[config.mk]
export PLATFORM = sky130hd
export DESIGN_NAME = rnc_rotate_no_carry_unit
export DESIGN_NICKNAME = d
export VERILOG_FILES = /design/src/rnc_pkg.sv /design/src/rnc_rotator.sv /design/src/rnc_rotate_no_carry_unit.sv
export SDC_FILE = /design/constraint.sdc
export NUM_CORES = 1
export LEC_CHECK = 0
export ABC_AREA = 1
export BUFFER_PORTS_ARGS = -buffer_cell sky130_fd_sc_hd__buf_2
export CAP_MARGIN = 20
export CORE_UTILIZATION = 54
export DETAILED_ROUTE_END_ITERATION = 8
export GPL_ROUTABILITY_DRIVEN = 0
export GPL_TIMING_DRIVEN = 0
export PLACE_DENSITY = 0.83
export SLEW_MARGIN = 20
export SYNTH_ARGS = -nofsm -noshare
export SYNTH_HDL_FRONTEND = slang
export SYNTH_SLANG_ARGS = --single-unit
[constraint.sdc]
create_clock -name core_clk -period 6.1 [get_ports core_clk]
set_clock_uncertainty 0.05 [all_clocks]
set_input_delay 1.22 -clock core_clk [delete_from_list [all_inputs] [get_ports core_clk]]
set_output_delay 1.22 -clock core_clk [all_outputs]
set_load 0.01 [all_outputs]
[src/rnc_pkg.sv]
// Package for the rotate-without-carry datapath slice.
// Assumes a decoder that presents one 16-bit instruction word per cycle.
package rnc_pkg;

  // ---------------------------------------------------------------
  // Opcode fields
  // ---------------------------------------------------------------
  localparam logic [5:0] ROTATE_LEFT_PLAIN_OP  = 6'h11;
  localparam logic [5:0] ROTATE_RIGHT_PLAIN_OP = 6'h10;
  localparam int         OPC_MSB               = 15;
  localparam int         OPC_LSB               = 10;
  localparam int         DEST_BIT              = 9;
  localparam int         BANK_BIT              = 8;
  localparam logic [3:0] ACCESS_BANK           = 4'h0;
  localparam logic [7:0] WREG_RESET            = 8'h00;

  // ---------------------------------------------------------------
  // Types
  // ---------------------------------------------------------------
  typedef enum logic [1:0] {
    RNC_DECODE  = 2'b00,
    RNC_READ    = 2'b01,
    RNC_PROCESS = 2'b10,
    RNC_WRITE   = 2'b11
  } rnc_phase_t;

  typedef struct packed {
    logic [11:0] addr;
    logic [7:0]  data;
    logic        we;
  } rnc_file_wr_t;

  typedef struct packed {
    logic neg;
    logic zero;
    logic we;
  } rnc_flags_t;

endpackage

[src/rnc_rotator.sv]
// Combinational rotate by one bit and flag generation.
// Assumes the caller registers the outputs.
`timescale 1ns/1ps
module rnc_rotator (
  // Operand
  input  wire logic [7:0] operand,
  input  wire logic       left,
  // Result
  output logic      [7:0] result,
  output logic            neg,
  output logic            zero
);

  always_comb begin
    if (left) begin
      result = {operand[6:0], operand[7]};
    end else begin
      result = {operand[0], operand[7:1]};
    end
    neg  = result[7];
    zero = (result == 8'h00);
  end

endmodule

[src/rnc_rotate_no_carry_unit.sv]
// Rotate-without-carry unit: decode, read, process, write phases.
// Assumes a register file that answers a read combinationally, in the same cycle as rd_en.
`timescale 1ns/1ps

module rnc_rotate_no_carry_unit (
  // Clock and reset
  input  wire logic                  core_clk,
  input  wire logic                  rst,
  // Instruction
  input  wire logic [15:0]           instr,
  input  wire logic                  instr_valid,
  input  wire logic [3:0]            bank_select_value,
  // Register file read
  output logic      [11:0]           rd_addr,
  output logic                       rd_en,
  input  wire logic [7:0]            rd_data,
  // Results
  output rnc_pkg::rnc_file_wr_t      file_wr,
  output logic      [7:0]            wreg,
  output rnc_pkg::rnc_flags_t        flags,
  output logic                       busy
);

  // ---------------------------------------------------------------
  // Signals
  // ---------------------------------------------------------------
  rnc_pkg::rnc_phase_t   phase_q, phase_d;
  logic                  busy_q, busy_d;
  logic [11:0]           addr_q, addr_d;
  logic                  left_q, left_d;
  logic                  dest_q, dest_d;
  logic                  rd_en_q, rd_en_d;
  logic [7:0]            oper_q, oper_d;
  logic [7:0]            res_q, res_d;
  logic                  neg_q, neg_d;
  logic                  zero_q, zero_d;
  logic [7:0]            wreg_q, wreg_d;
  rnc_pkg::rnc_file_wr_t wr_q, wr_d;
  rnc_pkg::rnc_flags_t   flg_q, flg_d;
  logic [5:0]            opcode;
  logic                  op_left;
  logic                  op_right;
  logic                  hit;
  logic [3:0]            bank;
  logic [7:0]            rot_res;
  logic                  rot_neg;
  logic                  rot_zero;

  // ---------------------------------------------------------------
  // Decode
  // ---------------------------------------------------------------
  assign opcode   = instr[rnc_pkg::OPC_MSB:rnc_pkg::OPC_LSB];
  assign op_left  = (opcode == rnc_pkg::ROTATE_LEFT_PLAIN_OP);
  assign op_right = (opcode == rnc_pkg::ROTATE_RIGHT_PLAIN_OP);
  assign hit      = instr_valid && (op_left || op_right);
  assign bank     = instr[rnc_pkg::BANK_BIT] ? bank_select_value
                                             : rnc_pkg::ACCESS_BANK;

  // ---------------------------------------------------------------
  // Rotator
  // ---------------------------------------------------------------
  rnc_rotator u_rot (
    .operand (oper_q),
    .left    (left_q),
    .result  (rot_res),
    .neg     (rot_neg),
    .zero    (rot_zero)
  );

  // ---------------------------------------------------------------
  // Phase sequence
  // ---------------------------------------------------------------
  always_comb begin
    phase_d = phase_q;
    unique case (phase_q)
      rnc_pkg::RNC_DECODE: begin
        if (hit) begin
          phase_d = rnc_pkg::RNC_READ;
        end
      end
      rnc_pkg::RNC_READ: begin
        phase_d = rnc_pkg::RNC_PROCESS;
      end
      rnc_pkg::RNC_PROCESS: begin
        phase_d = rnc_pkg::RNC_WRITE;
      end
      rnc_pkg::RNC_WRITE: begin
        phase_d = rnc_pkg::RNC_DECODE;
      end
    endcase
    busy_d = (phase_d != rnc_pkg::RNC_DECODE);
  end

  always_ff @(posedge core_clk or posedge rst) begin
    if (rst) begin
      phase_q <= rnc_pkg::RNC_DECODE;
      busy_q  <= 1'b0;
    end else begin
      phase_q <= phase_d;
      busy_q  <= busy_d;
    end
  end

  // ---------------------------------------------------------------
  // Instruction capture
  // ---------------------------------------------------------------
  always_comb begin
    addr_d  = addr_q;
    left_d  = left_q;
    dest_d  = dest_q;
    rd_en_d = 1'b0;
    if ((phase_q == rnc_pkg::RNC_DECODE) && hit) begin
      addr_d  = {bank, instr[7:0]};
      left_d  = op_left;
      dest_d  = instr[rnc_pkg::DEST_BIT];
      rd_en_d = 1'b1;
    end
  end

  always_ff @(posedge core_clk or posedge rst) begin
    if (rst) begin
      addr_q  <= 12'h000;
      left_q  <= 1'b0;
      dest_q  <= 1'b0;
      rd_en_q <= 1'b0;
    end else begin
      addr_q  <= addr_d;
      left_q  <= left_d;
      dest_q  <= dest_d;
      rd_en_q <= rd_en_d;
    end
  end

  // ---------------------------------------------------------------
  // Operand capture
  // ---------------------------------------------------------------
  always_comb begin
    oper_d = oper_q;
    if (phase_q == rnc_pkg::RNC_READ) begin
      oper_d = rd_data;
    end
  end

  always_ff @(posedge core_clk or posedge rst) begin
    if (rst) begin
      oper_q <= 8'h00;
    end else begin
      oper_q <= oper_d;
    end
  end

  // ---------------------------------------------------------------
  // Rotate result
  // ---------------------------------------------------------------
  always_comb begin
    res_d  = res_q;
    neg_d  = neg_q;
    zero_d = zero_q;
    if (phase_q == rnc_pkg::RNC_PROCESS) begin
      res_d  = rot_res;
      neg_d  = rot_neg;
      zero_d = rot_zero;
    end
  end

  always_ff @(posedge core_clk or posedge rst) begin
    if (rst) begin
      res_q  <= 8'h00;
      neg_q  <= 1'b0;
      zero_q <= 1'b0;
    end else begin
      res_q  <= res_d;
      neg_q  <= neg_d;
      zero_q <= zero_d;
    end
  end

  // ---------------------------------------------------------------
  // Destination write
  // ---------------------------------------------------------------
  always_comb begin
    wreg_d = wreg_q;
    wr_d   = '0;
    flg_d  = '0;
    if (phase_q == rnc_pkg::RNC_WRITE) begin
      if (dest_q) begin
        wr_d.addr = addr_q;
        wr_d.data = res_q;
        wr_d.we   = 1'b1;
      end else begin
        wreg_d = res_q;
      end
      flg_d.neg  = neg_q;
      flg_d.zero = zero_q;
      flg_d.we   = 1'b1;
    end
  end

  always_ff @(posedge core_clk or posedge rst) begin
    if (rst) begin
      wreg_q <= rnc_pkg::WREG_RESET;
      wr_q   <= '0;
      flg_q  <= '0;
    end else begin
      wreg_q <= wreg_d;
      wr_q   <= wr_d;
      flg_q  <= flg_d;
    end
  end

  // ---------------------------------------------------------------
  // Outputs
  // ---------------------------------------------------------------
  assign rd_addr = addr_q;
  assign rd_en   = rd_en_q;
  assign file_wr = wr_q;
  assign wreg    = wreg_q;
  assign flags   = flg_q;
  assign busy    = busy_q;

endmodule

==> results of run 1 <==
-- registers in the layout, summed over array words and instances (netlist names) --
register / flops
dest_q: 1
rd_addr: 12
flags: 3
rd_en: 1
phase_q: 2
zero_q: 1
file_wr: 21
left_q: 1
res_q: 8
oper_q: 8
busy: 1
wreg: 8
-- worst reg2reg max path, delay by kind of cell (launching register included) --
kind,cells,cell delay (ps)
AOI/OAI and AO/OA,1,60
buffers and inverters,2,310
adders and majority gates,1,220
and+or+nand+nor,4,390
DFF,1,420
-- through the flow --
step                      instance area (µm²)  instances
after floorplan                          2540        266
after global placement                   2980        394
after detailed placement                 3010        395
after CTS                                3220        410
after global routing                     3220        410
final                                    3220        410
-- metal layers --
layer	routed length [µm]	GRT usage	share of wire	vias up
li1	-	-	-	980
met1	2130	0.279	0.44	913
met2	2300	0.331	0.48	61
met3	214	0.0456	0.045	13
met4	165	0.140	0.034	0
met5	0	0	0	-
-- worst paths after layout --
path	cells after the start	to	start	slack (ps)
worst max register to register	8	left_q	phase_q[0]	4530
worst min-delay path	2	wreg[1]	wreg[1]	430
min in group asynchronous	2	file_wr[14]	rst	740
worst min register to register	2	wreg[1]	wreg[1]	430
worst max-delay path	1	rd_addr[5]	rd_addr[5]	3950
max in group asynchronous	3	flags[2]	rst	4770
-- cell type report --
cell class	count	area [µm²]	share of cell area
clock inverter	2	60.1	0.0186
sequential	67	1680	0.520
timing repair buffer	77	408	0.127
clock buffer	13	149	0.0462
buffer	8	42.5	0.0132
multi-input combinational	152	673	0.209
tap	52	65.1	0.0202
inverter	39	149	0.0462
-- layout by cell type (no fill, tap or decap), drive strengths merged, types with 2 or more instances in the layout --
cell type	n
o21ai	33
bufinv	2
ha	4
clkbuf	16
inv	39
a21oi	2
nand2	85
nor2	23
dfrtp	67
buf	82
-- where the power goes --
part | internal [µW] | switching [µW]
combinational | 140 | 230
clock | 240 | 149
sequential | 559 | 61.0
total | 939 | 440
-- cells by family (layout without fill, tap and decap cells) --
| logic type | Yosys count | in the layout | synth area share |
|---|---|---|---|
| compound gates | 36 | 36 | 0.0734 |
| fa+ha+maj | 4 | 4 | 0.0197 |
| buf+inv | 47 | 139 | 0.0744 |
| flops | 67 | 67 | 0.660 |
| simple gates | 112 | 112 | 0.172 |
==> impl_metrics.yaml, run 1 <==
place:
  dp_slack_ps: 3910
  port_buffers: 76
  post-dp-hpwl_um: 3410
run_status:
  run_status: "complete, but fails checks"
  failing_checks: "DRC"
clocking:
  clk_pin_slew_worst_paths_ps: 70
  worst_skew_pair.late_latency_ps: 330
  hold_fix_buffers_at_cts: 0
  clock_tree.root_cell: "sky130_fd_sc_hd__clkbuf_8"
  clock_tree.buffer_depth: 2
  cts_setup_buffers: 0
  clock_tree_from_tritoncts: "built"
  tritoncts_num_sinks: 67
  cts_repair_resize_count: 0
  htree_levels: 3
  numCtsBuffers: 9
setup_path:
  timing.critical_path.max_delay_family: "flip-flops"
  crit_chain: "buf_2"
  critical_path.slowest_cell: "sky130_fd_sc_hd__dfrtp_1"
  timing.critical_path.to_type: "output port"
  cpPeakStageDelay_ps: 400
  cp_num_buf_inv: 1
  timing.critical_path.required_ps: 4830
  critical_setup_path_class: "flop to output port"
  crit_path_max_fanout: 3
  cp-start-kind: "flop"
  arrival_ps: 880
yosys:
  synth_edf_count: 0
  syn-num-nets: 301
  synthTopCellsByArea: "sky130_fd_sc_hd__dfrtp_1 66%, sky130_fd_sc_hd__nand2_1 13%, sky130_fd_sc_hd__inv_1 5.6%, sky130_fd_sc_hd__o21ai_0 5.1%, sky130_fd_sc_hd__nor2_1 3.4%"
  share_of_flip_flops_with_an_asynchronous_set_or_reset_after_synthesis: 1.00
  synth_area_leader_cell: "sky130_fd_sc_hd__dfrtp_1"
  yosys.area.top_type_share: 0.660
  syn_area_per_cell_um2: 9.54
  yosysUniqueCellTypes: 18
  post-synth-top-count-cell: "sky130_fd_sc_hd__nand2_1"
  synthCells: 266
  synth_top_flop_cell: "sky130_fd_sc_hd__dfrtp_1"
  yosysSeqAreaShare: 0.660
  synth.cells.most_frequent: "85 x sky130_fd_sc_hd__nand2_1, 67 x sky130_fd_sc_hd__dfrtp_1, 38 x sky130_fd_sc_hd__inv_1"
  yosys_warnings: 0
  syn-cell-area_um2: 2540
  synth_seq_cells: 67
floorplanning:
  floorplan.initialDensity: 0.571
  die_width_um: 70.6
  design.die.area_um2: 4980
  placeableCoreArea_um2: 4440
  floorplan.die.height_um: 70.6
  rows: 24
  ios: 77
run:
  max-cap-violations: 0
timing:
  fmax_mhz: 465
  setup-violations-final: 0
  worstMarginPinSlew_ps: 497
  final_critical_path_setup_slack_ps: 3950
  min_period_over_period: 0.352
  slew_violations: 0
  holdWs_ps: 428
  timing.final.crit_period_ps: 2150
  tns_ps: 0
  setup_repair_after_global_routing_missed_its_margin: "false"
  slew-limit-headroom: 0.668
  final_hold_viol_count: 0
route:
  drt-total-wl_um: 4810
  drt-initial-drc-count: 118
  detailroute.via_count: 1967
  drc: 10
  routed_wire_length_per_instance_um: 11.7
  avgViaCountPerCell: 4.80
  drt_pre_antenna_iters: 7
  route.antenna.remaining_nets: 0
pwr:
  total_power_uw: 1380
  power.density_nw_per_um2: 428
  irDropWorstVdd_mv: 0.276
  power_leakage_uw: 0.00183
finish:
  fillerInstances: 336
  flow.area_growth_from_synthesis_pct: 27.0
  fraction_of_final_layout_cells_with_drive_strength_greater_than_1: 0.274
  finalNetCount: 389
  finalCoreUtilization: 0.725
  antenna-diode-count: 0
global_route:
  grt_pass1_wl_um: 8100
  first_global_vias: 1845
  track_usage: 0.214
  grt_start_max_net_pins: 57
  grt_antenna_before_repair: 0
  gr-total-overflow: 0
min_path:
  worst_hold_path_type: "flop to flop"
Note: power is estimated with default switching activity, not from simulation.
==> run 2, diff against run 1 <==
--- a/config.mk
+++ b/config.mk
@@ -5,14 +5,14 @@
 export SDC_FILE = /design/constraint.sdc
 export NUM_CORES = 1
 export LEC_CHECK = 0
-export ABC_AREA = 1
+export ABC_AREA = 0
 export BUFFER_PORTS_ARGS = -buffer_cell sky130_fd_sc_hd__buf_2
 export CAP_MARGIN = 20
-export CORE_UTILIZATION = 54
+export CORE_UTILIZATION = 50
 export DETAILED_ROUTE_END_ITERATION = 8
 export GPL_ROUTABILITY_DRIVEN = 0
 export GPL_TIMING_DRIVEN = 0
-export PLACE_DENSITY = 0.83
+export PLACE_DENSITY = 0.78
 export SLEW_MARGIN = 20
 export SYNTH_ARGS = -nofsm -noshare
 export SYNTH_HDL_FRONTEND = slang
==> constraint.sdc (replaced) <==
create_clock -name core_clk -period 2.2 [get_ports core_clk]
set_clock_uncertainty 0.05 [all_clocks]
set_input_delay 0.44 -clock core_clk [delete_from_list [all_inputs] [get_ports core_clk]]
set_output_delay 0.44 -clock core_clk [all_outputs]
set_load 0.01 [all_outputs]
==> impl_metrics.yaml, run 2 <==
yosys:
  syn-cell-area_um2: 2550
  yosysUniqueCellTypes: 23
  synth_top_flop_cell: "sky130_fd_sc_hd__dfrtp_1"
  yosys.area_share.adder: 0.0196
  synthTopCellsByArea: "sky130_fd_sc_hd__dfrtp_1 66%, sky130_fd_sc_hd__mux2_2 10%, sky130_fd_sc_hd__mux2i_1 5.1%, sky130_fd_sc_hd__and3_1 4.9%, sky130_fd_sc_hd__ha_1 2.0%"
  post-synth-top-count-cell: "sky130_fd_sc_hd__dfrtp_1"
  yosysSeqAreaShare: 0.656
  synth_area_leader_cell: "sky130_fd_sc_hd__dfrtp_1"
  yosys.area.top_type_share: 0.656
  synthCells: 183
  synth_seq_cells: 67
  synth_mux_area_frac: 0.170
  synth_xor_area_frac: 0
  synth_top_family_by_area: "multiplexers"
  syn-num-nets: 218
  synth-simple-area-share: 0.105
  synth_edf_count: 0
  yosys_warnings: 0
  share_of_flip_flops_with_an_asynchronous_set_or_reset_after_synthesis: 1.00
  synth.cells.most_frequent: "67 x sky130_fd_sc_hd__dfrtp_1, 23 x sky130_fd_sc_hd__mux2_2, 20 x sky130_fd_sc_hd__and3_1"
  syn_area_per_cell_um2: 14.0
  synth_compound_area_frac: 0.0176
place:
  post_dp_cell_area_um2: 3040
  post-dp-hpwl_um: 3270
  port_buffers: 76
  dp_slack_ps: 348
floorplanning:
  design.die.area_um2: 5400
  floorplan.die.height_um: 73.5
  rows: 25
  placeableCoreArea_um2: 4820
  die_width_um: 73.5
  ios: 77
  floorplan.initialDensity: 0.530
setup_path:
  crit_chain: "inv_1 -> ha_1 -> nor3b_2 -> nand4_4 -> buf_6 -> mux2_4"
  timing.critical_path.required_ps: 2360
  regToRegStartpoint: "phase_q[0]"
  cp-start-kind: "flop"
  cpPeakStageDelay_ps: 420
  r2r_setup_slack_ps: 360
  critPathLaunch: "phase_q[0]"
  critical_path.endpoint: "rd_addr[0]"
  crit_path_max_fanout: 10
  critical_path.slowest_cell: "sky130_fd_sc_hd__dfrtp_1"
  timing.critical_path.to_type: "flop"
  reg2regPathDepth: 6
  critical_setup_path_class: "flop to flop"
  arrival_ps: 2000
  r2r-end: "rd_addr[0]"
clocking:
  cts_repair_resize_count: 0
  hold_fix_buffers_at_cts: 0
  clk_pin_slew_worst_paths_ps: 70
  clock_tree.buffer_depth: 2
  clock_tree_from_tritoncts: "built"
  worst_skew_pair.late_latency_ps: 330
  htree_levels: 3
  tritoncts_num_sinks: 67
  cts_setup_buffers: 0
  numCtsBuffers: 9
  clock_tree.root_cell: "sky130_fd_sc_hd__clkbuf_8"
finish:
  fillerInstances: 386
  design_area_um2: 3200
  finalNetCount: 306
  antenna-diode-count: 0
  most-common-layout-cells: "78 x sky130_fd_sc_hd__buf_2, 67 x sky130_fd_sc_hd__dfrtp_1, 23 x sky130_fd_sc_hd__mux2_2"
  flow.area_growth_from_synthesis_pct: 25.3
  layout_commonest_cell: "sky130_fd_sc_hd__buf_2"
  largest_register_ffs: 21
  fraction_of_final_layout_cells_with_drive_strength_greater_than_1: 0.444
route:
  avgViaCountPerCell: 4.87
  drt-total-wl_um: 4570
  routed_wire_length_per_instance_um: 13.4
  top_layer: "met4"
  wl_met3_um: 269
  route.antenna.remaining_nets: 0
  drt-initial-drc-count: 49
  drt_pre_antenna_iters: 4
  met2_wirelength_um: 2180
  detailroute.via_count: 1664
  drc: 0
  met1_length_um: 2040
timing:
  min_period_over_period: 0.834
  slew-limit-headroom: 0.718
  fmax_mhz: 545
  final_critical_path_setup_slack_ps: 365
  final_hold_viol_count: 0
  slew_violations: 0
  setup_repair_after_global_routing_missed_its_margin: "false"
  setup-violations-final: 0
  holdWs_ps: 53.7
  worstMarginPinSlew_ps: 423
  timing.final.crit_period_ps: 1840
global_route:
  grt_pass1_wl_um: 7220
  track_usage: 0.184
  gr-total-overflow: 0
  grt_antenna_before_repair: 0
  first_global_vias: 1555
  grt_start_max_net_pins: 38
pwr:
  power.share.clock: 0.219
  p_int_uw: 2580
  total_power_uw: 3810
  power_leakage_uw: 0.00177
  irDropWorstVdd_mv: 0.836
  power_share_of_the_sequential_group: 0.485
  net-switching-power_uw: 1230
  power.density_nw_per_um2: 1190
  p_sw_frac: 0.323
  share_comb_of_total_power: 0.296
run_status:
  run_status: "finished clean"
run:
  max-cap-violations: 0
min_path:
  worst_hold_path_type: "input port to async pin"
## run 2: cell count changes after synthesis, sizes merged, moves of 2 or more
cell	change
nand2	-80
o21ai	-32
inv	-30
mux2	+26
and3	+20
nor2	-14
mux2i	+13
a21oi	+6
and2	+3
clkbuf	+3
nor4	+2
## run 2: through the flow
stage | setup TNS [ps] | std cells | utilization
5_1_grt | 0 | 342 | 0.665
3_5_place_dp | 0 | 327 | 0.631
6_report | 0 | 342 | 0.665
3_3_place_gp | -45210 | 326 | 0.627
2_1_floorplan | 0 | 183 | -
4_1_cts | 0 | 342 | 0.665
## run 2: power by group through the flow
stage	Clock [µW]	Combinational, µW	Sequential, µW
4_1_cts	861	1140	1850
3_5_place_dp	0	1130	1870
5_1_grt	903	1250	1900
2_1_floorplan	0	678	1900
3_3_place_gp	0	1090	1850
6_report	834	1130	1850
## run 2: final cells by class
cell class | count | area, µm² | area share
sequential | 67 | 1680 | 0.524
multi-input combinational | 97 | 797 | 0.249
timing repair buffer | 77 | 400 | 0.125
clock buffer | 12 | 145 | 0.0453
tap | 67 | 83.8 | 0.0262
buffer | 10 | 47.5 | 0.0148
inverter | 9 | 36.3 | 0.0113
clock inverter | 3 | 15.0 | 0.00469
## run 2: routing by layer
layer	GRT usage	vias to the layer above
met5	0	-
met4	0.0962	0
met3	0.0425	8
met2	0.287	56
met1	0.241	802
li1	-	798
## run 2: worst min path at each step
stage,from,to,slack (ps),cells after the start
2_1_floorplan,zero_q,flags[1],410,1
3_3_place_gp,zero_q,flags[1],430,1
3_5_place_dp,rst,file_wr[0],410,2
4_1_cts,rst,file_wr[10],60,2
5_1_grt,rst,rd_addr[10],80,2
6_report,rst,file_wr[19],50,2
## run 2: worst max-delay path, delay by kind of cell (launching register included)
family	cells	cell delay, ps
adders and majority gates	1	180
muxes	1	300
DFF	1	420
buffers and inverters	2	320
and+or+nand+nor	2	460
## run 2: cell families after synthesis
| kind of cell | count (synthesis) |
|---|---|
| mux | 39 |
| flops | 67 |
| compound gates | 9 |
| buf+inv | 19 |
| fa+ha+maj | 4 |
| simple gates | 45 |
